**config.mk**
```make
export PLATFORM = sky130hd
export DESIGN_NAME = rtcca_regs
export DESIGN_NICKNAME = d
export VERILOG_FILES = /design/src/rtcca_pkg.sv /design/src/rtcca_regs.sv
export SDC_FILE = /design/constraint.sdc
export NUM_CORES = 1
export LEC_CHECK = 0
export BUFFER_PORTS_ARGS = -buffer_cell sky130_fd_sc_hd__buf_2
export CORE_MARGIN = 3
export CORE_UTILIZATION = 30
export DETAILED_ROUTE_END_ITERATION = 7
export PLACE_DENSITY = 0.52
export REMOVE_ABC_BUFFERS = 1
export SLEW_MARGIN = 40
export SYNTH_ARGS = -nofsm -noshare
export SYNTH_HDL_FRONTEND = slang
export SYNTH_SLANG_ARGS = --single-unit
export TNS_END_PERCENT = 20
```
**constraint.sdc**
```tcl
create_clock -name core_clk -period 2.8 [get_ports core_clk]
set_input_delay 0.14 -clock core_clk [delete_from_list [all_inputs] [get_ports core_clk]]
set_output_delay 0.14 -clock core_clk [all_outputs]
set_load 0.02 [all_outputs]
```
**src/rtcca_pkg.sv**
```systemverilog
// Constants, register map and state layout of the real-time clock register block.
// Assumes a single 10 MHz core clock and a timing tick strobe from the crystal side.
package rtcca_pkg;

    // ========================================================================
    // Register map, word indices on the plain register port.
    // ========================================================================
    localparam int           ADDR_W        = 3;
    localparam logic [2:0]   OFF_CFG       = 3'h0;
    localparam logic [2:0]   OFF_PAD       = 3'h1;
    localparam logic [2:0]   OFF_ALCFG     = 3'h2;
    localparam logic [2:0]   OFF_AVAL      = 3'h3;
    localparam logic [2:0]   OFF_TVAL      = 3'h4;

    // ========================================================================
    // Field positions.
    // ========================================================================
    localparam int           CFG_EN_BIT    = 15;
    localparam int           CFG_WREN_BIT  = 13;
    localparam int           CFG_RIPL_BIT  = 12;
    localparam int           CFG_HALF_BIT  = 11;
    localparam int           CFG_OE_BIT    = 10;
    localparam int           PAD_SEL_BIT   = 1;
    localparam int           AL_EN_BIT     = 15;
    localparam int           AL_CHIME_BIT  = 14;

    // ========================================================================
    // Window pointer codes and mask codes.
    // ========================================================================
    localparam logic [1:0]   PTR_MINUTE_SECOND_PAIR    = 2'h0;
    localparam logic [1:0]   PTR_WDHR      = 2'h1;
    localparam logic [1:0]   PTR_MONDAY    = 2'h2;
    localparam logic [1:0]   PTR_YEAR      = 2'h3;
    localparam logic [3:0]   MASK_LAST     = 4'h9;

    // ========================================================================
    // Counts. The tick is one timing clock pulse of the 32.768 kHz crystal.
    // ========================================================================
    localparam int           TICKS_PER_SEC = 32768;
    localparam int           RIPPLE_TICKS  = 32;

    // ========================================================================
    // State of the block, registered as one word.
    // ========================================================================
    typedef struct packed {
        logic               en;
        logic               wren;
        logic               oe;
        logic [1:0]         tptr;
        logic [7:0]         cal;
        logic               sec_sel;
        logic               alm_en;
        logic               chime;
        logic [3:0]         alarm_period_mask;
        logic [1:0]         aptr;
        logic [7:0]         rpt;
        logic [6:0]         sec;
        logic [6:0]         min;
        logic [5:0]         hr;
        logic [2:0]         weekday_digit;
        logic [5:0]         day;
        logic [4:0]         mon;
        logic [7:0]         yr;
        logic [6:0]         asec;
        logic [6:0]         amin;
        logic [5:0]         ahr;
        logic [2:0]         awday;
        logic [5:0]         aday;
        logic [4:0]         amon;
        logic signed [16:0] presc;
        logic               half;
        logic               half_evt;
        logic               sec_evt;
        logic               alm_tog;
        logic               alm_evt;
        logic               pin;
        logic [15:0]        rdata;
    } rtcca_state_t;

    localparam rtcca_state_t RST_STATE = '{day: 6'h01, mon: 5'h01, aday: 6'h01,
                                           amon: 5'h01, default: '0};

endpackage

```
**src/rtcca_regs.sv**
```systemverilog
// Real-time clock and calendar: configuration, drift trim, alarm and time windows.
// Assumes tick is a one-cycle strobe per crystal pulse, synchronous to core_clk.
//
// How it works
// - Positive trim adds four pulses per minute each
// - Negative trim removes four pulses per minute each
// - Calibration register cleared only by power-on reset
// - Module enable written only while write enable set
// - Half-second bit read-only, cleared by seconds write
// - Select bit picks seconds clock or alarm pulse
// - Clock pin driven only while output enabled
// - Alarm disables itself when count zero, no chime
// - Repeat count decrements; chime wraps, otherwise holds
// - Count value is number of further repeats
// - Mask code selects the alarm period
// - Code nine yearly; reserved codes never fire
// - Alarm pointer selects alarm value pair
// - Alarm pointer decrements on high-byte access
// - Year is two BCD digits, high byte zero
// - Month tens bit twelve, units bits eleven-eight
// - Day tens bits five-four, units three-zero
// - Weekday bits ten-eight, hour digits below
// - Minute and second digit fields placement
// - Date and hour writes need write enable
// - Unimplemented bits read zero, ignore writes
// - Time pointer selects time value pair
// - Time pointer decrements on high-byte access
// - Time window writes blocked without write enable
//
// Design decisions made here: the address-and-strobe port and the address map.
`timescale 1ns/10ps

module rtcca_regs
    import rtcca_pkg::*;
#(
    parameter int TICKS = rtcca_pkg::TICKS_PER_SEC
) (
    // Clock, power-on reset, other reset, freeze.
    input  logic                        core_clk,
    input  logic                        srst,
    input  logic                        sys_rst,
    input  logic                        clk_en,
    // Crystal timing pulse.
    input  logic                        tick,
    // Register port.
    input  logic [rtcca_pkg::ADDR_W-1:0] addr,
    input  logic [15:0]                 wdata,
    input  logic [1:0]                  wr_be,
    input  logic                        wr_stb,
    input  logic                        rd_stb,
    output logic [15:0]                 rdata,
    // Pin and event.
    output logic                        clock_out_pin,
    output logic                        alarm_event
);
    import rtcca_pkg::*;

    localparam logic signed [16:0] PRESC_LAST = 17'(TICKS - 1);
    localparam logic signed [16:0] HALF_PRE   = 17'(TICKS / 2 - 1);
    // A second shorter than the ripple span is flagged as ripple wherever the prescaler is not negative.
    localparam logic signed [16:0] RIPL_FROM  = (TICKS > RIPPLE_TICKS) ?
                                                17'(TICKS - RIPPLE_TICKS) : 17'sh00000;

    rtcca_state_t s_q;
    rtcca_state_t s_d;

    // ========================================================================
    // Helpers.
    // ========================================================================
    function automatic logic [7:0] bcd_next(input logic [7:0] v, input logic [7:0] last,
                                            input logic [7:0] first);
        if (v == last) begin
            bcd_next = first;
        end else if (v[3:0] == 4'h9) begin
            bcd_next = {v[7:4] + 4'h1, 4'h0};
        end else begin
            bcd_next = v + 8'h01;
        end
    endfunction

    function automatic logic [7:0] month_last(input logic [4:0] m, input logic [7:0] y);
        logic leap;
        leap = y[4] ? (y[3:0] == 4'h2 || y[3:0] == 4'h6)
                    : (y[3:0] == 4'h0 || y[3:0] == 4'h4 || y[3:0] == 4'h8);
        case (m)
            5'h02:                      month_last = leap ? 8'h29 : 8'h28;
            5'h04, 5'h06, 5'h09, 5'h11: month_last = 8'h30;
            default:                    month_last = 8'h31;
        endcase
    endfunction

    function automatic logic [1:0] ptr_step(input logic [1:0] p);
        ptr_step = (p == 2'h0) ? 2'h0 : p - 2'h1;
    endfunction

    function automatic logic [15:0] merge(input logic [15:0] old, input logic [15:0] nw,
                                          input logic [1:0] be);
        merge = {be[1] ? nw[15:8] : old[15:8], be[0] ? nw[7:0] : old[7:0]};
    endfunction

    // ========================================================================
    // Read images and alarm match.
    // ========================================================================
    logic        ripple;
    logic [15:0] cfg_img;
    logic [15:0] alcfg_img;
    logic [15:0] tval_img;
    logic [15:0] aval_img;
    logic        evt_any;
    logic        m_s1;
    logic        m_s;
    logic        m_m1;
    logic        m_m;
    logic        m_h;
    logic        m_w;
    logic        m_d;
    logic        m_mo;
    logic        alm_fire;

    assign ripple = s_q.en && ($signed(s_q.presc) >= RIPL_FROM);
    // Unimplemented positions are tied to zero in every image.
    assign cfg_img = {s_q.en, 1'b0, s_q.wren, ripple, s_q.half, s_q.oe, s_q.tptr, s_q.cal};
    assign alcfg_img = {s_q.alm_en, s_q.chime, s_q.alarm_period_mask, s_q.aptr, s_q.rpt};

    always_comb begin
        case (s_q.tptr)
            PTR_MINUTE_SECOND_PAIR: tval_img = {1'b0, s_q.min, 1'b0, s_q.sec};
            PTR_WDHR:   tval_img = {5'h00, s_q.weekday_digit, 2'h0, s_q.hr};
            PTR_MONDAY: tval_img = {3'h0, s_q.mon, 2'h0, s_q.day};
            default:    tval_img = {8'h00, s_q.yr};
        endcase
        case (s_q.aptr)
            PTR_MINUTE_SECOND_PAIR: aval_img = {1'b0, s_q.amin, 1'b0, s_q.asec};
            PTR_WDHR:   aval_img = {5'h00, s_q.awday, 2'h0, s_q.ahr};
            PTR_MONDAY: aval_img = {3'h0, s_q.amon, 2'h0, s_q.aday};
            default:    aval_img = 16'h0000;
        endcase
    end

    // The compare runs one cycle after the time has moved, on the settled value.
    assign evt_any = s_q.half_evt || s_q.sec_evt;
    assign m_s1    = s_q.sec[3:0] == s_q.asec[3:0];
    assign m_s     = s_q.sec == s_q.asec;
    assign m_m1    = s_q.min[3:0] == s_q.amin[3:0];
    assign m_m     = s_q.min == s_q.amin;
    assign m_h     = s_q.hr == s_q.ahr;
    assign m_w     = s_q.weekday_digit == s_q.awday;
    assign m_d     = s_q.day == s_q.aday;
    assign m_mo    = s_q.mon == s_q.amon;

    always_comb begin
        alm_fire = 1'b0;
        if (s_q.alm_en && evt_any) begin
            case (s_q.alarm_period_mask)
                4'h0:    alm_fire = 1'b1;
                4'h1:    alm_fire = s_q.sec_evt;
                4'h2:    alm_fire = s_q.sec_evt && m_s1;
                4'h3:    alm_fire = s_q.sec_evt && m_s;
                4'h4:    alm_fire = s_q.sec_evt && m_s && m_m1;
                4'h5:    alm_fire = s_q.sec_evt && m_s && m_m;
                4'h6:    alm_fire = s_q.sec_evt && m_s && m_m && m_h;
                4'h7:    alm_fire = s_q.sec_evt && m_s && m_m && m_h && m_w;
                4'h8:    alm_fire = s_q.sec_evt && m_s && m_m && m_h && m_d;
                // A 29 February alarm only matches in leap years.
                4'h9:    alm_fire = s_q.sec_evt && m_s && m_m && m_h && m_d && m_mo;
                default: alm_fire = 1'b0;
            endcase
        end
    end

    // ========================================================================
    // Next state.
    // ========================================================================
    logic        wr_cfg;
    logic        wr_pad;
    logic        wr_al;
    logic        wr_av;
    logic        wr_tv;
    logic [15:0] wm;

    assign wr_cfg = wr_stb && addr == OFF_CFG;
    assign wr_pad = wr_stb && addr == OFF_PAD;
    assign wr_al  = wr_stb && addr == OFF_ALCFG;
    assign wr_av  = wr_stb && addr == OFF_AVAL;
    assign wr_tv  = wr_stb && addr == OFF_TVAL;

    always_comb begin
        s_d          = s_q;
        s_d.rdata    = 16'h0000;
        s_d.alm_evt  = 1'b0;
        s_d.half_evt = 1'b0;
        s_d.sec_evt  = 1'b0;
        wm           = 16'h0000;

        // The other reset leaves the calibration register alone.
        if (sys_rst) begin
            s_d.sec_sel = 1'b0;
            s_d.alm_en  = 1'b0;
            s_d.chime   = 1'b0;
            s_d.alarm_period_mask   = 4'h0;
            s_d.aptr    = 2'h0;
            s_d.rpt     = 8'h00;
        end

        // Prescaler and calendar.
        if (s_q.en && tick) begin
            if ($signed(s_q.presc) >= PRESC_LAST) begin
                s_d.sec_evt = 1'b1;
                s_d.half    = 1'b0;
                s_d.presc   = 17'sh00000;
                s_d.sec     = 7'(bcd_next({1'b0, s_q.sec}, 8'h59, 8'h00));
                if (s_q.sec == 7'h59) begin
                    // Trim starts the new minute ahead or behind.
                    s_d.presc = {{7{s_q.cal[7]}}, s_q.cal, 2'b00};
                    s_d.min   = 7'(bcd_next({1'b0, s_q.min}, 8'h59, 8'h00));
                    if (s_q.min == 7'h59) begin
                        s_d.hr = 6'(bcd_next({2'h0, s_q.hr}, 8'h23, 8'h00));
                        if (s_q.hr == 6'h23) begin
                            s_d.weekday_digit = (s_q.weekday_digit >= 3'h6) ? 3'h0 : s_q.weekday_digit + 3'h1;
                            s_d.day  = 6'(bcd_next({2'h0, s_q.day},
                                                   month_last(s_q.mon, s_q.yr), 8'h01));
                            if ({2'h0, s_q.day} == month_last(s_q.mon, s_q.yr)) begin
                                s_d.mon = 5'(bcd_next({3'h0, s_q.mon}, 8'h12, 8'h01));
                                if (s_q.mon == 5'h12) begin
                                    s_d.yr = bcd_next(s_q.yr, 8'h99, 8'h00);
                                end
                            end
                        end
                    end
                end
            end else begin
                s_d.presc = s_q.presc + 17'sh00001;
                if (s_q.presc == HALF_PRE) begin
                    s_d.half     = 1'b1;
                    s_d.half_evt = 1'b1;
                end
            end
        end

        // Alarm event bookkeeping.
        if (alm_fire) begin
            s_d.alm_evt = 1'b1;
            s_d.alm_tog = ~s_q.alm_tog;
            // Count tells how many more firings remain.
            if (s_q.rpt != 8'h00 || s_q.chime) begin
                s_d.rpt = s_q.rpt - 8'h01;
            end
            if (s_q.rpt == 8'h00 && !s_q.chime) begin
                s_d.alm_en = 1'b0;
            end
        end

        // Register writes.
        if (wr_cfg) begin
            wm = merge(cfg_img, wdata, wr_be);
            if (s_q.wren) begin
                s_d.en = wm[CFG_EN_BIT];
            end
            s_d.wren = wm[CFG_WREN_BIT];
            s_d.oe   = wm[CFG_OE_BIT];
            s_d.tptr = wm[9:8];
            s_d.cal  = wm[7:0];
        end
        if (wr_pad) begin
            s_d.sec_sel = wdata[PAD_SEL_BIT] && wr_be[0];
        end
        if (wr_al) begin
            wm = merge(alcfg_img, wdata, wr_be);
            s_d.alm_en = wm[AL_EN_BIT];
            s_d.chime  = wm[AL_CHIME_BIT];
            s_d.alarm_period_mask  = wm[13:10];
            s_d.aptr   = wm[9:8];
            s_d.rpt    = wm[7:0];
        end
        if (wr_av) begin
            wm = merge(aval_img, wdata, wr_be);
            case (s_q.aptr)
                PTR_MINUTE_SECOND_PAIR: begin
                    s_d.amin = wm[14:8];
                    s_d.asec = wm[6:0];
                end
                PTR_WDHR: begin
                    s_d.awday = wm[10:8];
                    s_d.ahr   = wm[5:0];
                end
                PTR_MONDAY: begin
                    s_d.amon = wm[12:8];
                    s_d.aday = wm[5:0];
                end
                default: begin
                end
            endcase
            if (wr_be[1]) begin
                s_d.aptr = ptr_step(s_q.aptr);
            end
        end
        if (wr_tv) begin
            wm = merge(tval_img, wdata, wr_be);
            if (s_q.wren) begin
                case (s_q.tptr)
                    PTR_MINUTE_SECOND_PAIR: begin
                        s_d.min = wm[14:8];
                        s_d.sec = wm[6:0];
                        if (wr_be[0]) begin
                            s_d.presc = 17'sh00000;
                        end
                    end
                    PTR_WDHR: begin
                        s_d.weekday_digit = wm[10:8];
                        s_d.hr   = wm[5:0];
                    end
                    PTR_MONDAY: begin
                        s_d.mon = wm[12:8];
                        s_d.day = wm[5:0];
                    end
                    default: begin
                        s_d.yr = wm[7:0];
                    end
                endcase
            end
            // A half-second set in the same cycle still wins.
            if (wr_be[0] && s_q.tptr == PTR_MINUTE_SECOND_PAIR && !s_d.half_evt) begin
                s_d.half = 1'b0;
            end
            if (wr_be[1]) begin
                s_d.tptr = ptr_step(s_q.tptr);
            end
        end

        // Reads: the core reads a whole word, so any value window read steps that window's pointer.
        if (rd_stb) begin
            case (addr)
                OFF_CFG:   s_d.rdata = cfg_img;
                OFF_PAD:   s_d.rdata = {14'h0000, s_q.sec_sel, 1'b0};
                OFF_ALCFG: s_d.rdata = alcfg_img;
                OFF_AVAL: begin
                    s_d.rdata = aval_img;
                    s_d.aptr  = ptr_step(s_q.aptr);
                end
                OFF_TVAL: begin
                    s_d.rdata = tval_img;
                    s_d.tptr  = ptr_step(s_q.tptr);
                end
                default:   s_d.rdata = 16'h0000;
            endcase
        end

        // Pin source and gate.
        s_d.pin = s_q.oe && (s_q.sec_sel ? s_q.half : s_q.alm_tog);
    end

    // ========================================================================
    // State register. Only the power-on reset returns it to constants.
    // ========================================================================
    always_ff @(posedge core_clk) begin
        if (srst) begin
            s_q <= RST_STATE;
        end else if (clk_en) begin
            s_q <= s_d;
        end
    end

    assign rdata         = s_q.rdata;
    assign clock_out_pin = s_q.pin;
    assign alarm_event   = s_q.alm_evt;
endmodule

```
==> impl_metrics.ini <==
[outcome]
status = finished, final reports clean

[cells_and_area]
final_nets = 1485
area_delta_synth_final_pct = 17.7
n_antenna_cell = 0
fillers = 3558
ff_latch_area_sq_um = 2900
final_area_sq_um = 11800
drive_gt1_share_pct = 16.1
multi_input_area_sq_um = 6430

[worst_hold_path]
min_path_type = in2reg

[cts]
clockBufferDepth = 2
h-tree-depth = 4
cts_buffers = 17
insertion_delay_ps = 450
root_buffer = clkbuf_16
clock_sinks = 145
cts.clk_slew.worst_paths_ps = 70
cts_tree = yes

[yosys]
yosysUniqueCellTypes = 78
yosysTopAreaCellShare_pct = 29.1
synth_cells = 1390
synth.most_common_cell = nand2_1
synth_flop_cell = dfxtp_1
synth_seq_area_share_pct = 29.1
async_flop_share_pct = 0
syn_area_sq_um = 9980
synthTopCellsByArea = dfxtp_1 29%, a21oi_1 7.5%, nand2_1 7.3%
syn_area_per_cell_sq_um = 7.18
synth_edf_count = 0
yosysTopAreaCell = dfxtp_1
synth_seq_cells = 145
synthTopCellsByCount = 194 x nand2_1, 149 x a21oi_1, 145 x dfxtp_1, 139 x nor2_1, 92 x o21ai_0
synth_warnings = 0

[timing]
max_slew_margin_pct = 52.7
worstMarginPinSlew_ps = 700
drv_slew = 0
max_freq_mhz = 373
period_minus_slack_ps = 2680
timing.hold.ws_ps = 10.4
setup_viol_count_final = 0
hold_viol_final = 0
finalCritPeriodShare_pct = 95.8
clock_skew_ps = 15.1

[placed_design]
io_buffers = 45
routabilityCongestion = 0.891
placed_cell_area_sq_um = 11100
dpl.hpwl_um = 28300

[routing]
drt_wl_total_um = 38900
dr.pass1.iters = 6
drtIter0Drc = 1134
drcViolationCount = 0
wl_per_cell_um = 20.5
drtAntennaViolNets = 0
vias_per_cell = 5.67
vias = 10751

[critical_path]
critPathLaunchType = register
worstPathArrival_ps = 3020
cp_max_fo = 7
crit_path_end_kind = register
crit_type = reg2reg
required_ps = 3140

[global_routing]
grt_pass1_vias = 10018
grt-ovfl-total = 0
grt_start_max_net_pins = 97
antenna_found_initial = 0
grt_usage_pct = 21.3
grt_pass1_wl_um = 59400

[die]
die-width_um = 188
io_pins = 46
fp.dieH_um = 188
design.core.area_sq_um = 32700
start_util_pct = 30.5
dieArea_sq_um = 35500
rows = 66

[power]
ir_drop_uv = 384
power_density_nw_per_um2 = 428
p_leak_nw = 4.27

[flow_run]
drv_cap = 0
==> routing by layer <==
layer,share of wire (%),global-route usage (%),vias to the layer above
met4,2.7,6.90,0
met2,44,32.1,474
met3,7.7,4.26,60
met5,0,0,-
met1,46,30.4,5131
li1,-,-,5086
==> cells in the final DEF (no fill, tap or decap), types with 13 or more instances in the layout <==
cell type	Yosys	routed
buf_2	5	44
nand3_1	69	68
inv_1	33	33
a211oi_1	15	15
xnor2_1	31	31
o22ai_1	32	32
nor2_1	139	139
nand2_1	194	194
clkbuf_16	0	17
a31oi_1	16	16
o21ai_0	92	91
a22oi_1	27	27
nand4_1	17	17
dfxtp_1	145	145
xor2_1	14	14
nor3_1	31	31
buf_4	18	113
a21oi_1	149	149
nor4_1	18	13
mux2i_1	46	46
ha_1	15	15
==> cell families after synthesis <==
logic type / Yosys count / share of synthesized area (%)
compound gates: 403 / 24.3
xor+xnor: 45 / 3.95
fa+ha+maj: 15 / 1.88
buf+inv: 162 / 7.14
flops: 145 / 29.1
mux: 63 / 7.36
simple gates: 557 / 26.3
==> registers in the layout (all words and copies together) (netlist names) <==
register       flops
rdata             16
clock_out_pin      1
alarm_event        1
s_q               97
cfg_img           14
alcfg_img         16
==> area by class of cell <==
class                   instances  share of cell area, %
multi-input cells            1083                   54.7
flip-flops and latches        145                   24.7
repair buffers                160                   9.52
well taps                     442                   4.71
clock buffers                  17                   3.62
clock inverters                15                   1.62
inverters                      35                   1.12
==> worst max-delay path, stage by stage (launching register included) <==
cell and delay, ps:
dfxtp_1 310, inv_1 70, ha_1 170, and3_4 190, nand3_2 100, or4_4 580, or2_0 210, buf_4 170
buf_4 160, nor4_2 290, a211oi_1 100, a21oi_1 160, nor2_1 60
==> repair_timing <==
action | 4_1_cts | 5_1_grt
buffers inserted | 0 | 2
endpoints found under the hold margin | 1 | 0
hold buffers | 1 | 0
resized for setup | 0 | 10
setup endpoints to repair | 0 | 11
==> report_power, final <==
group	switching, mW	internal (mW)	total, mW
Clock	1.12	1.36	2.48
Sequential	0.0154	2.07	2.09
Combinational	0.317	0.136	0.453
Total	1.45	3.57	5.03
==> path summary, 6_finish.rpt <==
check / slack, ps / end / from / cells after the start
max: 120 / s_q[85] / s_q[106] / 12
min: 10 / alcfg_img[12] / wdata[12] / 3
max reg2reg: 120 / s_q[85] / s_q[106] / 12
min reg2reg: 460 / clock_out_pin / clock_out_pin / 2
==> through the flow <==
step / util [%] / power [mW] / cells / TNS (ps) / worst slack (ps)
2_1_floorplan: - / 2.32 / 1263 / -8350 / -483
3_3_place_gp: 33.8 / 2.58 / 1862 / 0 / 100
3_5_place_dp: 33.8 / 2.57 / 1862 / 0 / 50.2
4_1_cts: 35.8 / 5.03 / 1895 / 0 / 39.2
5_1_grt: 35.9 / 5.17 / 1897 / -15.9 / -8.23
6_report: 35.9 / 5.03 / 1897 / 0 / 117
Power figures use the tool's default switching activity.
